File: src/core/apd_pkg.sv
// Package with constants and carrier types for the position command decoder.
package apd_pkg;

  // ==========================================================================
  // Command codes and request byte positions.
  localparam logic [7:0] CMD_ABS_POS = 8'ha4;
  localparam logic [7:0] CMD_SPEED = 8'ha2;
  localparam int BYTE_CMD = 0;
  localparam int BYTE_CEIL_LO = 2;
  localparam int BYTE_CEIL_HI = 3;
  localparam int BYTE_VAL_0 = 4;
  localparam int BYTE_VAL_1 = 5;
  localparam int BYTE_VAL_2 = 6;
  localparam int BYTE_VAL_3 = 7;

  // ==========================================================================
  // Reply byte positions.
  localparam int BYTE_TEMP = 1;
  localparam int BYTE_TORQ_LO = 2;
  localparam int BYTE_TORQ_HI = 3;
  localparam int BYTE_SPD_LO = 4;
  localparam int BYTE_SPD_HI = 5;
  localparam int BYTE_ANG_LO = 6;
  localparam int BYTE_ANG_HI = 7;

  // ==========================================================================
  // Scaling and limits.
  localparam int ANGLE_COUNTS_PER_TURN = 36000;
  localparam logic signed [31:0] ANGLE_SAT_MAX = 32'sh0000_7fff;
  localparam logic signed [31:0] ANGLE_SAT_MIN = -32'sh0000_7fff;
  localparam logic [15:0] CEIL_UNCLAMPED = 16'h0000;
  localparam logic [31:0] ACCEL_DIRECT = 32'h0000_0000;

  // ==========================================================================
  // Types.
  typedef logic [7:0][7:0] apd_frame_t;

  typedef enum logic [1:0] {
    MODE_DIRECT = 2'b00,
    MODE_PLANNED = 2'b01,
    MODE_SPEED = 2'b10,
    MODE_NONE = 2'b11
  } apd_mode_t;

  typedef enum logic [0:0] {
    ST_IDLE = 1'b0,
    ST_REPLY = 1'b1
  } apd_fsm_t;

  typedef struct packed {
    logic signed [7:0] temperature;
    logic signed [15:0] torque_current;
    logic signed [15:0] shaft_speed;
    logic signed [31:0] shaft_angle;
  } apd_status_t;

  typedef struct packed {
    apd_mode_t mode;
    logic signed [31:0] target_angle_value;
    logic signed [31:0] target_speed;
    logic [15:0] speed_ceiling;
    logic clamp_en;
    logic [31:0] ramp_rate;
    logic reverse;
    logic at_target;
  } apd_motion_t;

  typedef struct packed {
    apd_fsm_t st;
    apd_frame_t rsp;
    apd_motion_t mot;
    logic mot_vld;
    logic rejected;
  } apd_state_t;

endpackage

File: src/core/apd_decoder.sv
// Position and speed command decoder with status reply builder.
// Functional notes
// - A faulted motor takes no motion from the absolute position command.
// - Target angle is signed 32-bit, 0.01 degree per count, 36000 per turn.
// - Direction comes from sign of target minus present position.
// - Speed ceiling is unsigned 16-bit at one degree per second per count.
// - Zero acceleration selects direct PI tracking clamped to the speed ceiling.
// - In direct tracking a zero ceiling removes the clamp.
// - Nonzero acceleration selects a planned move, peak ceiling, ramp acceleration.
// - Every accepted position or speed command gets one reply echoing its code in byte 0; other codes get none.
// - Reply byte 1 is signed temperature, one degree Celsius per count.
// - Reply bytes 2-3 are signed torque current, 0.01 ampere per count.
// - Reply bytes 4-5 are signed shaft speed, one degree per second.
// - Reply bytes 6-7 are shaft angle in degrees, saturated to -32767 through 32767.
// - Speed command bytes 4-7 are signed target speed, 0.01 dps per count.
module apd_decoder (
  // Clock and reset
  input wire logic clk,
  input wire logic arst_n,
  // Request frame
  input wire logic req_valid,
  output logic req_ready,
  input wire apd_pkg::apd_frame_t req_frame,
  // Reply frame
  output logic rsp_valid,
  input wire logic rsp_ready,
  output apd_pkg::apd_frame_t rsp_frame,
  // Motor state
  input wire logic motor_fault,
  input wire logic [31:0] accel_cfg,
  input wire logic signed [31:0] present_pos,
  input wire apd_pkg::apd_status_t status,
  // Motion command to the loop controller
  output logic motion_valid,
  output apd_pkg::apd_motion_t motion,
  output logic cmd_rejected
);

  apd_pkg::apd_state_t s_r;
  apd_pkg::apd_state_t s_nxt;
  logic take;
  logic [7:0] code;
  logic is_pos;
  logic is_spd;
  logic [15:0] ceil_val;
  logic signed [31:0] val32;
  logic signed [15:0] angle_sat;
  logic dir_rev;
  logic dir_eq;

  // ==========================================================================
  // Request field extraction, little-endian.
  always_comb
  begin
    code = req_frame[apd_pkg::BYTE_CMD];
    ceil_val = {req_frame[apd_pkg::BYTE_CEIL_HI], req_frame[apd_pkg::BYTE_CEIL_LO]};
    val32 = {req_frame[apd_pkg::BYTE_VAL_3], req_frame[apd_pkg::BYTE_VAL_2],
      req_frame[apd_pkg::BYTE_VAL_1], req_frame[apd_pkg::BYTE_VAL_0]};
    is_pos = (code == apd_pkg::CMD_ABS_POS);
    is_spd = (code == apd_pkg::CMD_SPEED);
    take = req_valid && req_ready;
  end

  // ==========================================================================
  // Helpers.
  apd_sat16 u_sat (
    .din(status.shaft_angle),
    .dout(angle_sat)
  );

  apd_dir_sel u_dir (
    .target(val32),
    .present(present_pos),
    .reverse(dir_rev),
    .at_target(dir_eq)
  );

  // ==========================================================================
  // Next state.
  always_comb
  begin
    s_nxt = s_r;
    s_nxt.mot_vld = 1'b0;
    s_nxt.rejected = 1'b0;
    case (s_r.st)
      apd_pkg::ST_IDLE:
      begin
        if (take && (is_pos || is_spd))
        begin
          s_nxt.st = apd_pkg::ST_REPLY;
          s_nxt.rsp[apd_pkg::BYTE_CMD] = code;
          s_nxt.rsp[apd_pkg::BYTE_TEMP] = status.temperature;
          s_nxt.rsp[apd_pkg::BYTE_TORQ_LO] = status.torque_current[7:0];
          s_nxt.rsp[apd_pkg::BYTE_TORQ_HI] = status.torque_current[15:8];
          s_nxt.rsp[apd_pkg::BYTE_SPD_LO] = status.shaft_speed[7:0];
          s_nxt.rsp[apd_pkg::BYTE_SPD_HI] = status.shaft_speed[15:8];
          s_nxt.rsp[apd_pkg::BYTE_ANG_LO] = angle_sat[7:0];
          s_nxt.rsp[apd_pkg::BYTE_ANG_HI] = angle_sat[15:8];
          if (motor_fault)
          begin
            s_nxt.rejected = 1'b1;
          end
          else if (is_pos)
          begin
            s_nxt.mot_vld = 1'b1;
            s_nxt.mot.target_angle_value = val32;
            s_nxt.mot.speed_ceiling = ceil_val;
            s_nxt.mot.reverse = dir_rev;
            s_nxt.mot.at_target = dir_eq;
            s_nxt.mot.ramp_rate = accel_cfg;
            if (accel_cfg == apd_pkg::ACCEL_DIRECT)
            begin
              s_nxt.mot.mode = apd_pkg::MODE_DIRECT;
              s_nxt.mot.clamp_en = (ceil_val != apd_pkg::CEIL_UNCLAMPED);
            end
            else
            begin
              s_nxt.mot.mode = apd_pkg::MODE_PLANNED;
              s_nxt.mot.clamp_en = 1'b1;
            end
          end
          else
          begin
            s_nxt.mot_vld = 1'b1;
            s_nxt.mot.mode = apd_pkg::MODE_SPEED;
            s_nxt.mot.target_speed = val32;
            s_nxt.mot.reverse = val32[31];
            s_nxt.mot.clamp_en = 1'b0;
            s_nxt.mot.at_target = 1'b0;
          end
        end
      end
      apd_pkg::ST_REPLY:
      begin
        if (rsp_ready)
        begin
          s_nxt.st = apd_pkg::ST_IDLE;
        end
      end
      default:
      begin
        s_nxt.st = apd_pkg::ST_IDLE;
      end
    endcase
  end

  // ==========================================================================
  // State register.
  always_ff @(posedge clk or negedge arst_n)
  begin
    if (!arst_n)
    begin
      s_r <= '0;
      s_r.st <= apd_pkg::ST_IDLE;
      s_r.mot.mode <= apd_pkg::MODE_NONE;
    end
    else
    begin
      s_r <= s_nxt;
    end
  end

  // ==========================================================================
  // Outputs.
  always_comb
  begin
    req_ready = (s_r.st == apd_pkg::ST_IDLE);
    rsp_valid = (s_r.st == apd_pkg::ST_REPLY);
    rsp_frame = s_r.rsp;
    motion_valid = s_r.mot_vld;
    motion = s_r.mot;
    cmd_rejected = s_r.rejected;
  end
endmodule

File: src/core/apd_dir_sel.sv
// Direction selector from the sign of target minus present position.
module apd_dir_sel (
  // Positions
  input wire logic signed [31:0] target,
  input wire logic signed [31:0] present,
  // Result
  output logic reverse,
  output logic at_target
);

  logic signed [32:0] diff;

  // ==========================================================================
  // Difference is one bit wider so that it cannot wrap.
  always_comb
  begin
    diff = {target[31], target} - {present[31], present};
    reverse = diff[32];
    at_target = (diff == 33'h0_0000_0000);
  end

endmodule

File: src/core/apd_sat16.sv
// Signed 32-bit to signed 16-bit saturating narrower for the reply angle.
module apd_sat16 (
  // Data
  input wire logic signed [31:0] din,
  output logic signed [15:0] dout
);

  // ==========================================================================
  // Saturation.
  always_comb
  begin
    if (din > apd_pkg::ANGLE_SAT_MAX)
    begin
      dout = apd_pkg::ANGLE_SAT_MAX[15:0];
    end
    else if (din < apd_pkg::ANGLE_SAT_MIN)
    begin
      dout = apd_pkg::ANGLE_SAT_MIN[15:0];
    end
    else
    begin
      dout = din[15:0];
    end
  end

endmodule

File: config.mk
export PLATFORM = sky130hd
export DESIGN_NAME = apd_decoder
export DESIGN_NICKNAME = d
export VERILOG_FILES = /design/src/core/apd_pkg.sv /design/src/core/apd_decoder.sv /design/src/core/apd_dir_sel.sv /design/src/core/apd_sat16.sv
export SDC_FILE = /design/constraint.sdc
export NUM_CORES = 1
export LEC_CHECK = 0
export ABC_AREA = 1
export BUFFER_PORTS_ARGS = -buffer_cell sky130_fd_sc_hd__buf_2
export CAP_MARGIN = 20
export CORE_MARGIN = 2
export CORE_UTILIZATION = 45
export DETAILED_ROUTE_END_ITERATION = 6
export PLACE_DENSITY = 0.74
export SLEW_MARGIN = 20
export SYNTH_ARGS = -nofsm -noshare
export SYNTH_HDL_FRONTEND = slang
export SYNTH_SLANG_ARGS = --single-unit
File: constraint.sdc
create_clock -name clk -period 4.7 [get_ports clk]
set_input_delay 0.235 -clock clk [delete_from_list [all_inputs] [get_ports clk]]
set_output_delay 0.235 -clock clk [all_outputs]
set_load 0.05 [all_outputs]
==> flow_metrics.env, run 1 <==
export IMPL_status="complete, but fails checks"
export IMPL_violations="negative hold slack"
export IMPL_final_area_um2=12900
export IMPL_cp_buffers_inverters=4
export IMPL_final_nets=1936
export IMPL_grt_overflow_total=0
export IMPL_slew_violations=0
export IMPL_cts_tree="built"
export IMPL_setup_slack_ns=2.13
export IMPL_path_clk_slew_ns=0.08
export IMPL_io_pins=390
export IMPL_worstPathArrival_ns=2.91
export IMPL_multi_input_area_um2=4350
export IMPL_regArea_um2=4610
export IMPL_postRouteAntennaNets=0
export IMPL_yosysUniqueCellTypes=36
export IMPL_worstMarginPinSlew_ns=1.05
export IMPL_cpMaxStageDelayCell="buf_4"
export IMPL_final_setup_viol_count=0
export IMPL_synth_fp_nets=1544
export IMPL_syn_area_um2=9940
export IMPL_gp_congestion=0.931
export IMPL_max_cap_viol_count=0
export IMPL_p_switching_mw=1.36
export IMPL_cts_made_buffers=17
export IMPL_clk_latency_ns=0.42
export IMPL_required_ns=5.04
export IMPL_finalCritPeriodShare_pct=54.6
export IMPL_dpl_cell_area_um2=12100
export IMPL_synth_common_cells="nand2_1, inv_1, dfrtp_1, nor2_1, o21ai_1"
export IMPL_cts_resized=0
export IMPL_initial_core_util_pct=45.7
export IMPL_synth_seq_cells=184
export IMPL_utilization_pct=59.2
export IMPL_grt_pass1_wl_um=48200
export IMPL_ys_async_sr_fraction_pct=100
export IMPL_synthFlopType="dfrtp_1"
export IMPL_firstDrtPassIters=7
export IMPL_grt_pass1_vias=9466
export IMPL_slowest_delay_ns=0.50
export IMPL_critical_path_class="flip-flop to flip-flop"
export IMPL_viasPerCell=4.87
export IMPL_die_y_um=153
export IMPL_synth_seq_area_share_pct=46.3
export IMPL_yosysMostFrequentCell="nand2_1"
export IMPL_power_mw=4.00
export IMPL_cpMostUsedCell="nor2_1"
export IMPL_grt_total_usage_pct=25.7
export IMPL_critPathMaxFanout=51
export IMPL_synth_top_area_share_pct=45.8
export IMPL_synth_area_leaders="dfrtp_1, nand2_1, inv_1, mux2_2, ha_1"
export IMPL_finClkSkew_ns=0.0111
export IMPL_endpoint_kind="flip-flop"
export IMPL_fmax_mhz=390
export IMPL_cp_top_family="buffers and inverters"
export IMPL_seq_power_share_pct=42.2
export IMPL_nFillCells=2007
export IMPL_yosysWarnings=0
export IMPL_syn_inst=1307
export IMPL_min_path_type="input pin to async pin"
export IMPL_postSynthAreaPerCell_um2=7.60
export IMPL_synth_largest_area_cell="dfrtp_1"
export IMPL_clockPowerShare_pct=35.3
export IMPL_clkSinkCount=184
export IMPL_clockBufferDepth=2
export IMPL_die_area_um2=23300
export IMPL_switching_share_pct=34.1
export IMPL_antenna_found_initial=2
export IMPL_vias=9719
export IMPL_start_kind="flip-flop"
export IMPL_row_count=54
export IMPL_power_internal_mw=2.64
export IMPL_wl_per_cell_um=15.2
export IMPL_rsz0062_at_grt="false"
export IMPL_core_area_um2=21800
export IMPL_hold_viol=14
export IMPL_dp_hpwl_um=23500
export IMPL_synth_edff_count=0
export IMPL_p_per_area_nw_per_um2=310
export IMPL_syn_to_final_growth_pct=29.6
export IMPL_finalWirelength_um=30300
export IMPL_ctsHtreeMaxLevel=4
export IMPL_whs_ns=-0.0575
export IMPL_die_w_um=153
export IMPL_total_leakage_power_nw=7.95
export IMPL_cts_root_buffer="clkbuf_16"
export IMPL_layout_drive_gt1_share_pct=29.0
export IMPL_drt_iter0_drc=596
export IMPL_fin_setup_tns_ns=0
export IMPL_drcViolationCount=0
export IMPL_path_cells="nor2_1, inv_1, nor2_1, nand3_2, buf_4, inv_2, buf_4, nor2_1, a21oi_1"
export IMPL_grt_max_degree=185
export IMPL_port_buffers=381
export IMPL_layout_min_cycle_time_ns=2.57
export IMPL_peakVddDrop_mv=0.200
export IMPL_dp_slack_ns=2.06
export IMPL_combPwrFrac_pct=22.5
export IMPL_max_slew_margin_rel_pct=30.1
[registers in the layout (all words and copies together), names as in the netlist]
name          count
motion          117
rsp_frame        64
cmd_rejected      1
motion_valid      1
rsp_valid         1
[per-stage QoR]
stage | hold slack [ns] | cells
2_1_floorplan | -0.0606 | 1307
3_3_place_gp | 0.421 | 1940
3_5_place_dp | 0.431 | 1940
4_1_cts | 0.000334 | 1991
5_1_grt | 0.00607 | 1994
6_report | -0.0575 | 1994
[area by class of cell]
| cell class | instances | share of cell area [%] |
|---|---|---|
| diodes | 2 | 0.0389 |
| multi-input cells | 871 | 33.8 |
| clock inverters | 14 | 1.19 |
| repair buffers | 406 | 16.8 |
| flip-flops and latches | 184 | 35.8 |
| inverters | 219 | 6.38 |
| well taps | 280 | 2.72 |
| clock buffers | 18 | 3.33 |
[layer usage]
layer,global-route usage [%],share of wire [%],vias up
li1,-,-,4850
met1,30.9,40,4489
met2,46.1,51,321
met3,5.12,5.9,59
met4,8.69,2.9,0
met5,0,0,-
[final timing paths]
kind                       slack [ns]            end          from  depth (start not counted)
min in group clk                 0.01   rsp_frame[8]    status[64]                          3
max                              2.13  rsp_frame[52]     rsp_valid                          9
max reg2reg                      2.13  rsp_frame[52]     rsp_valid                          9
min reg2reg                      0.48   rsp_frame[7]  rsp_frame[7]                          1
max in group asynchronous        3.92    motion[102]        arst_n                          2
min                             -0.06  rsp_frame[42]        arst_n                          2
[repair_timing]
action,CTS,global route
hold endpoints to repair,19,1
buffers inserted,0,0
hold buffers,19,1
[cells by family after synthesis]
logic type / Yosys count / share of synthesized area (%)
buf+inv: 252 / 10.0
xor+xnor: 6 / 0.529
fa+ha+maj: 32 / 4.03
mux: 38 / 4.31
simple gates: 671 / 28.3
flops: 184 / 46.3
compound gates: 124 / 6.42
[worst reg2reg max path: stages (launching register included)]
cell,delay (ns)
dfrtp_1,0.39
nor2_1,0.12
inv_1,0.08
nor2_1,0.12
nand3_2,0.41
buf_4,0.42
inv_2,0.22
buf_4,0.50
nor2_1,0.11
a21oi_1,0.13
[cell usage in the layout, fill, tap and decap left out, types with 4 or more instances in the layout]
| cell | count |
|---|---|
| clkinv_4 | 4 |
| nand3b_1 | 8 |
| nor2_1 | 79 |
| dfrtp_1 | 182 |
| o21ai_0 | 40 |
| nand2_2 | 18 |
| dlygate4sd3_1 | 20 |
| nor3_1 | 8 |
| inv_1 | 215 |
| and2_1 | 4 |
| inv_2 | 4 |
| nor4_1 | 18 |
| ha_1 | 32 |
| mux2_2 | 38 |
| xnor2_1 | 4 |
| nand3_1 | 37 |
| nand4_1 | 16 |
| buf_2 | 380 |
| nand2_1 | 467 |
| buf_4 | 4 |
| o21ai_1 | 43 |
| inv_6 | 4 |
| clkbuf_16 | 17 |
| a21oi_1 | 35 |
[power by group through the flow]
stage          registers, mW  clock network [mW]  logic (mW)
5_1_grt                 1.69                1.50       0.988
4_1_cts                 1.68                1.44       0.901
6_report                1.69                1.41       0.900
3_3_place_gp            1.71                   0       0.875
3_5_place_dp            1.72                   0       0.884
2_1_floorplan           1.95                   0       0.341
No activity file was read; power rests on OpenSTA's default activity.
==> inputs of run 2 (changes only) <==
- PLACE_DENSITY: 0.74 -> 0.77
- clock period: 4.7 -> 2.3 ns (I/O delays scaled with it)
==> flow_metrics.env, run 2 (synthesis results as in run 1) <==
export IMPL_status="finished clean"
export IMPL_peakVddDrop_mv=0.437
export IMPL_grt_overflow_total=0
export IMPL_drt_iter0_drc=683
export IMPL_gp_congestion=0.926
export IMPL_endpoint_kind="flip-flop"
export IMPL_initial_core_util_pct=45.7
export IMPL_fmax_mhz=464
export IMPL_cts_setup_buffers=0
export IMPL_die_area_um2=23300
export IMPL_final_common_cell="nand2_1"
export IMPL_min_path_type="input pin to flip-flop"
export IMPL_die_y_um=153
export IMPL_worstMarginPinSlew_ns=0.663
export IMPL_grt_util_met3_pct=5.52
export IMPL_drcViolationCount=0
export IMPL_die_w_um=153
export IMPL_layout_common_cells="nand2_1, buf_2, inv_1"
export IMPL_clk_latency_ns=0.43
export IMPL_slew_violations=0
export IMPL_required_ns=2.66
export IMPL_antenna_found_initial=3
export IMPL_max_slew_margin_rel_pct=55.8
export IMPL_grt_max_degree=68
export IMPL_wl_per_cell_um=16.0
export IMPL_cts_made_buffers=17
export IMPL_io_pins=390
export IMPL_utilization_pct=65.3
export IMPL_globalRouteMet2Util_pct=51.4
export IMPL_layout_drive_gt1_share_pct=28.5
export IMPL_critPathMaxFanout=5
export IMPL_postRouteAntennaNets=0
export IMPL_cts_tree="built"
export IMPL_largest_reg_flops=117
export IMPL_clkSinkCount=184
export IMPL_hold_viol=0
export IMPL_whs_ns=0.0179
export IMPL_power_mw=8.40
export IMPL_fin_setup_tns_ns=0
export IMPL_clockBufferDepth=2
export IMPL_port_buffers=381
export IMPL_met1_usage_pct=31.8
export IMPL_dp_hpwl_um=24000
export IMPL_finalWirelength_um=33800
export IMPL_vias=10600
export IMPL_finClkSkew_ns=0.0156
export IMPL_firstDrtPassIters=5
export IMPL_syn_to_final_growth_pct=42.9
export IMPL_critical_path_class="input pin to flip-flop"
export IMPL_max_cap_viol_count=0
export IMPL_grt_pass1_wl_um=53300
export IMPL_viasPerCell=5.03
export IMPL_core_area_um2=21800
export IMPL_finalCritPeriodShare_pct=93.8
export IMPL_worstPathArrival_ns=2.52
export IMPL_grt_pass1_vias=10600
export IMPL_dp_slack_ns=0.284
export IMPL_ctsHtreeMaxLevel=4
export IMPL_path_clk_slew_ns=0.07
export IMPL_grt_total_usage_pct=28.6
export IMPL_total_leakage_power_nw=8.47
export IMPL_row_count=54
export IMPL_setup_slack_ns=0.144
export IMPL_cts_root_buffer="clkbuf_16"
export IMPL_final_setup_viol_count=0
export IMPL_final_nets=2057
export IMPL_layout_min_cycle_time_ns=2.16
export IMPL_top_usage_layer="met2"
export IMPL_start_kind="input pin"
export IMPL_p_per_area_nw_per_um2=591
[run 2: cell count changes in the layout (fill, tap and decap cells not counted), moves of 3 or more]
| cell | change |
|---|---|
| buf_12 | +4 |
| nor2_1 | -7 |
| buf_4 | +3 |
| dlygate4sd3_1 | +114 |
| ha_2 | +4 |
| nand2_1 | -4 |
| nor2_2 | +7 |
| ha_1 | -6 |
| nand2_2 | +5 |
[run 2: final timing paths]
path / startpoint / to / slack [ns] / cells past startpoint
setup / recovery: req_frame[39] / motion[0] / 0.14 / 18
hold / removal: req_frame[51] / motion[70] / 0.02 / 3
setup reg to reg: rsp_valid / motion[3] / 0.36 / 7
hold reg to reg: rsp_frame[5] / rsp_frame[5] / 0.47 / 1
max in group asynchronous: arst_n / motion[51] / 1.29 / 3
min in group asynchronous: arst_n / rsp_frame[33] / 0.32 / 2
[run 2: layout make-up]
cell class / instances / area (µm²)
clock inverters: 14 / 155
flip-flops and latches: 184 / 4610
clock buffers: 18 / 429
multi-input cells: 871 / 4420
diodes: 4 / 10.0
repair buffers: 527 / 3410
well taps: 280 / 350
inverters: 219 / 822
fillers: 1742 / 7550
[run 2: metal layers]
| metal | share of wire, % | vias to the layer above |
|---|---|---|
| met3 | 5.7 | 132 |
| li1 | - | 5081 |
| met4 | 5.2 | 0 |
| met1 | 37 | 4989 |
| met5 | 0 | - |
| met2 | 52 | 437 |
[run 2: metrics by stage]
stage	instance area [µm²]	instances
finish	14200	2117
global route	14200	2116
CTS	14100	2113
detailed placement	12200	1947
global placement	12200	1947
floorplan	9940	1307
[run 2: power breakdown]
part | switching [mW] | internal, mW | total [mW] | leakage, nW
Clock | 1.44 | 1.46 | 2.90 | 0.285
Combinational | 1.36 | 0.701 | 2.06 | 5.66
Sequential | 0.0731 | 3.37 | 3.44 | 2.52
Total | 2.87 | 5.53 | 8.40 | 8.47
[run 2: timing repair]
item,4_1_cts,5_1_grt
endpoints found under the hold margin,219,0
gates resized for setup,0,20
hold buffers,134,0
endpoints found under the setup margin,0,1
[run 2: worst max-delay path, stage by stage]
cell,delay (ns)
dlygate4sd3_1,0.54
buf_2,0.13
ha_1,0.36
nand2_1,0.15
inv_1,0.07
nand2_1,0.07
nand2_1,0.07
inv_1,0.10
nand3_2,0.12
nand2_1,0.08
nand2_1,0.05
nor2_1,0.12
nand3_1,0.15
nor2_1,0.11
nand3_1,0.08
nor2_1,0.09
nand2_1,0.06
nand2_1,0.05
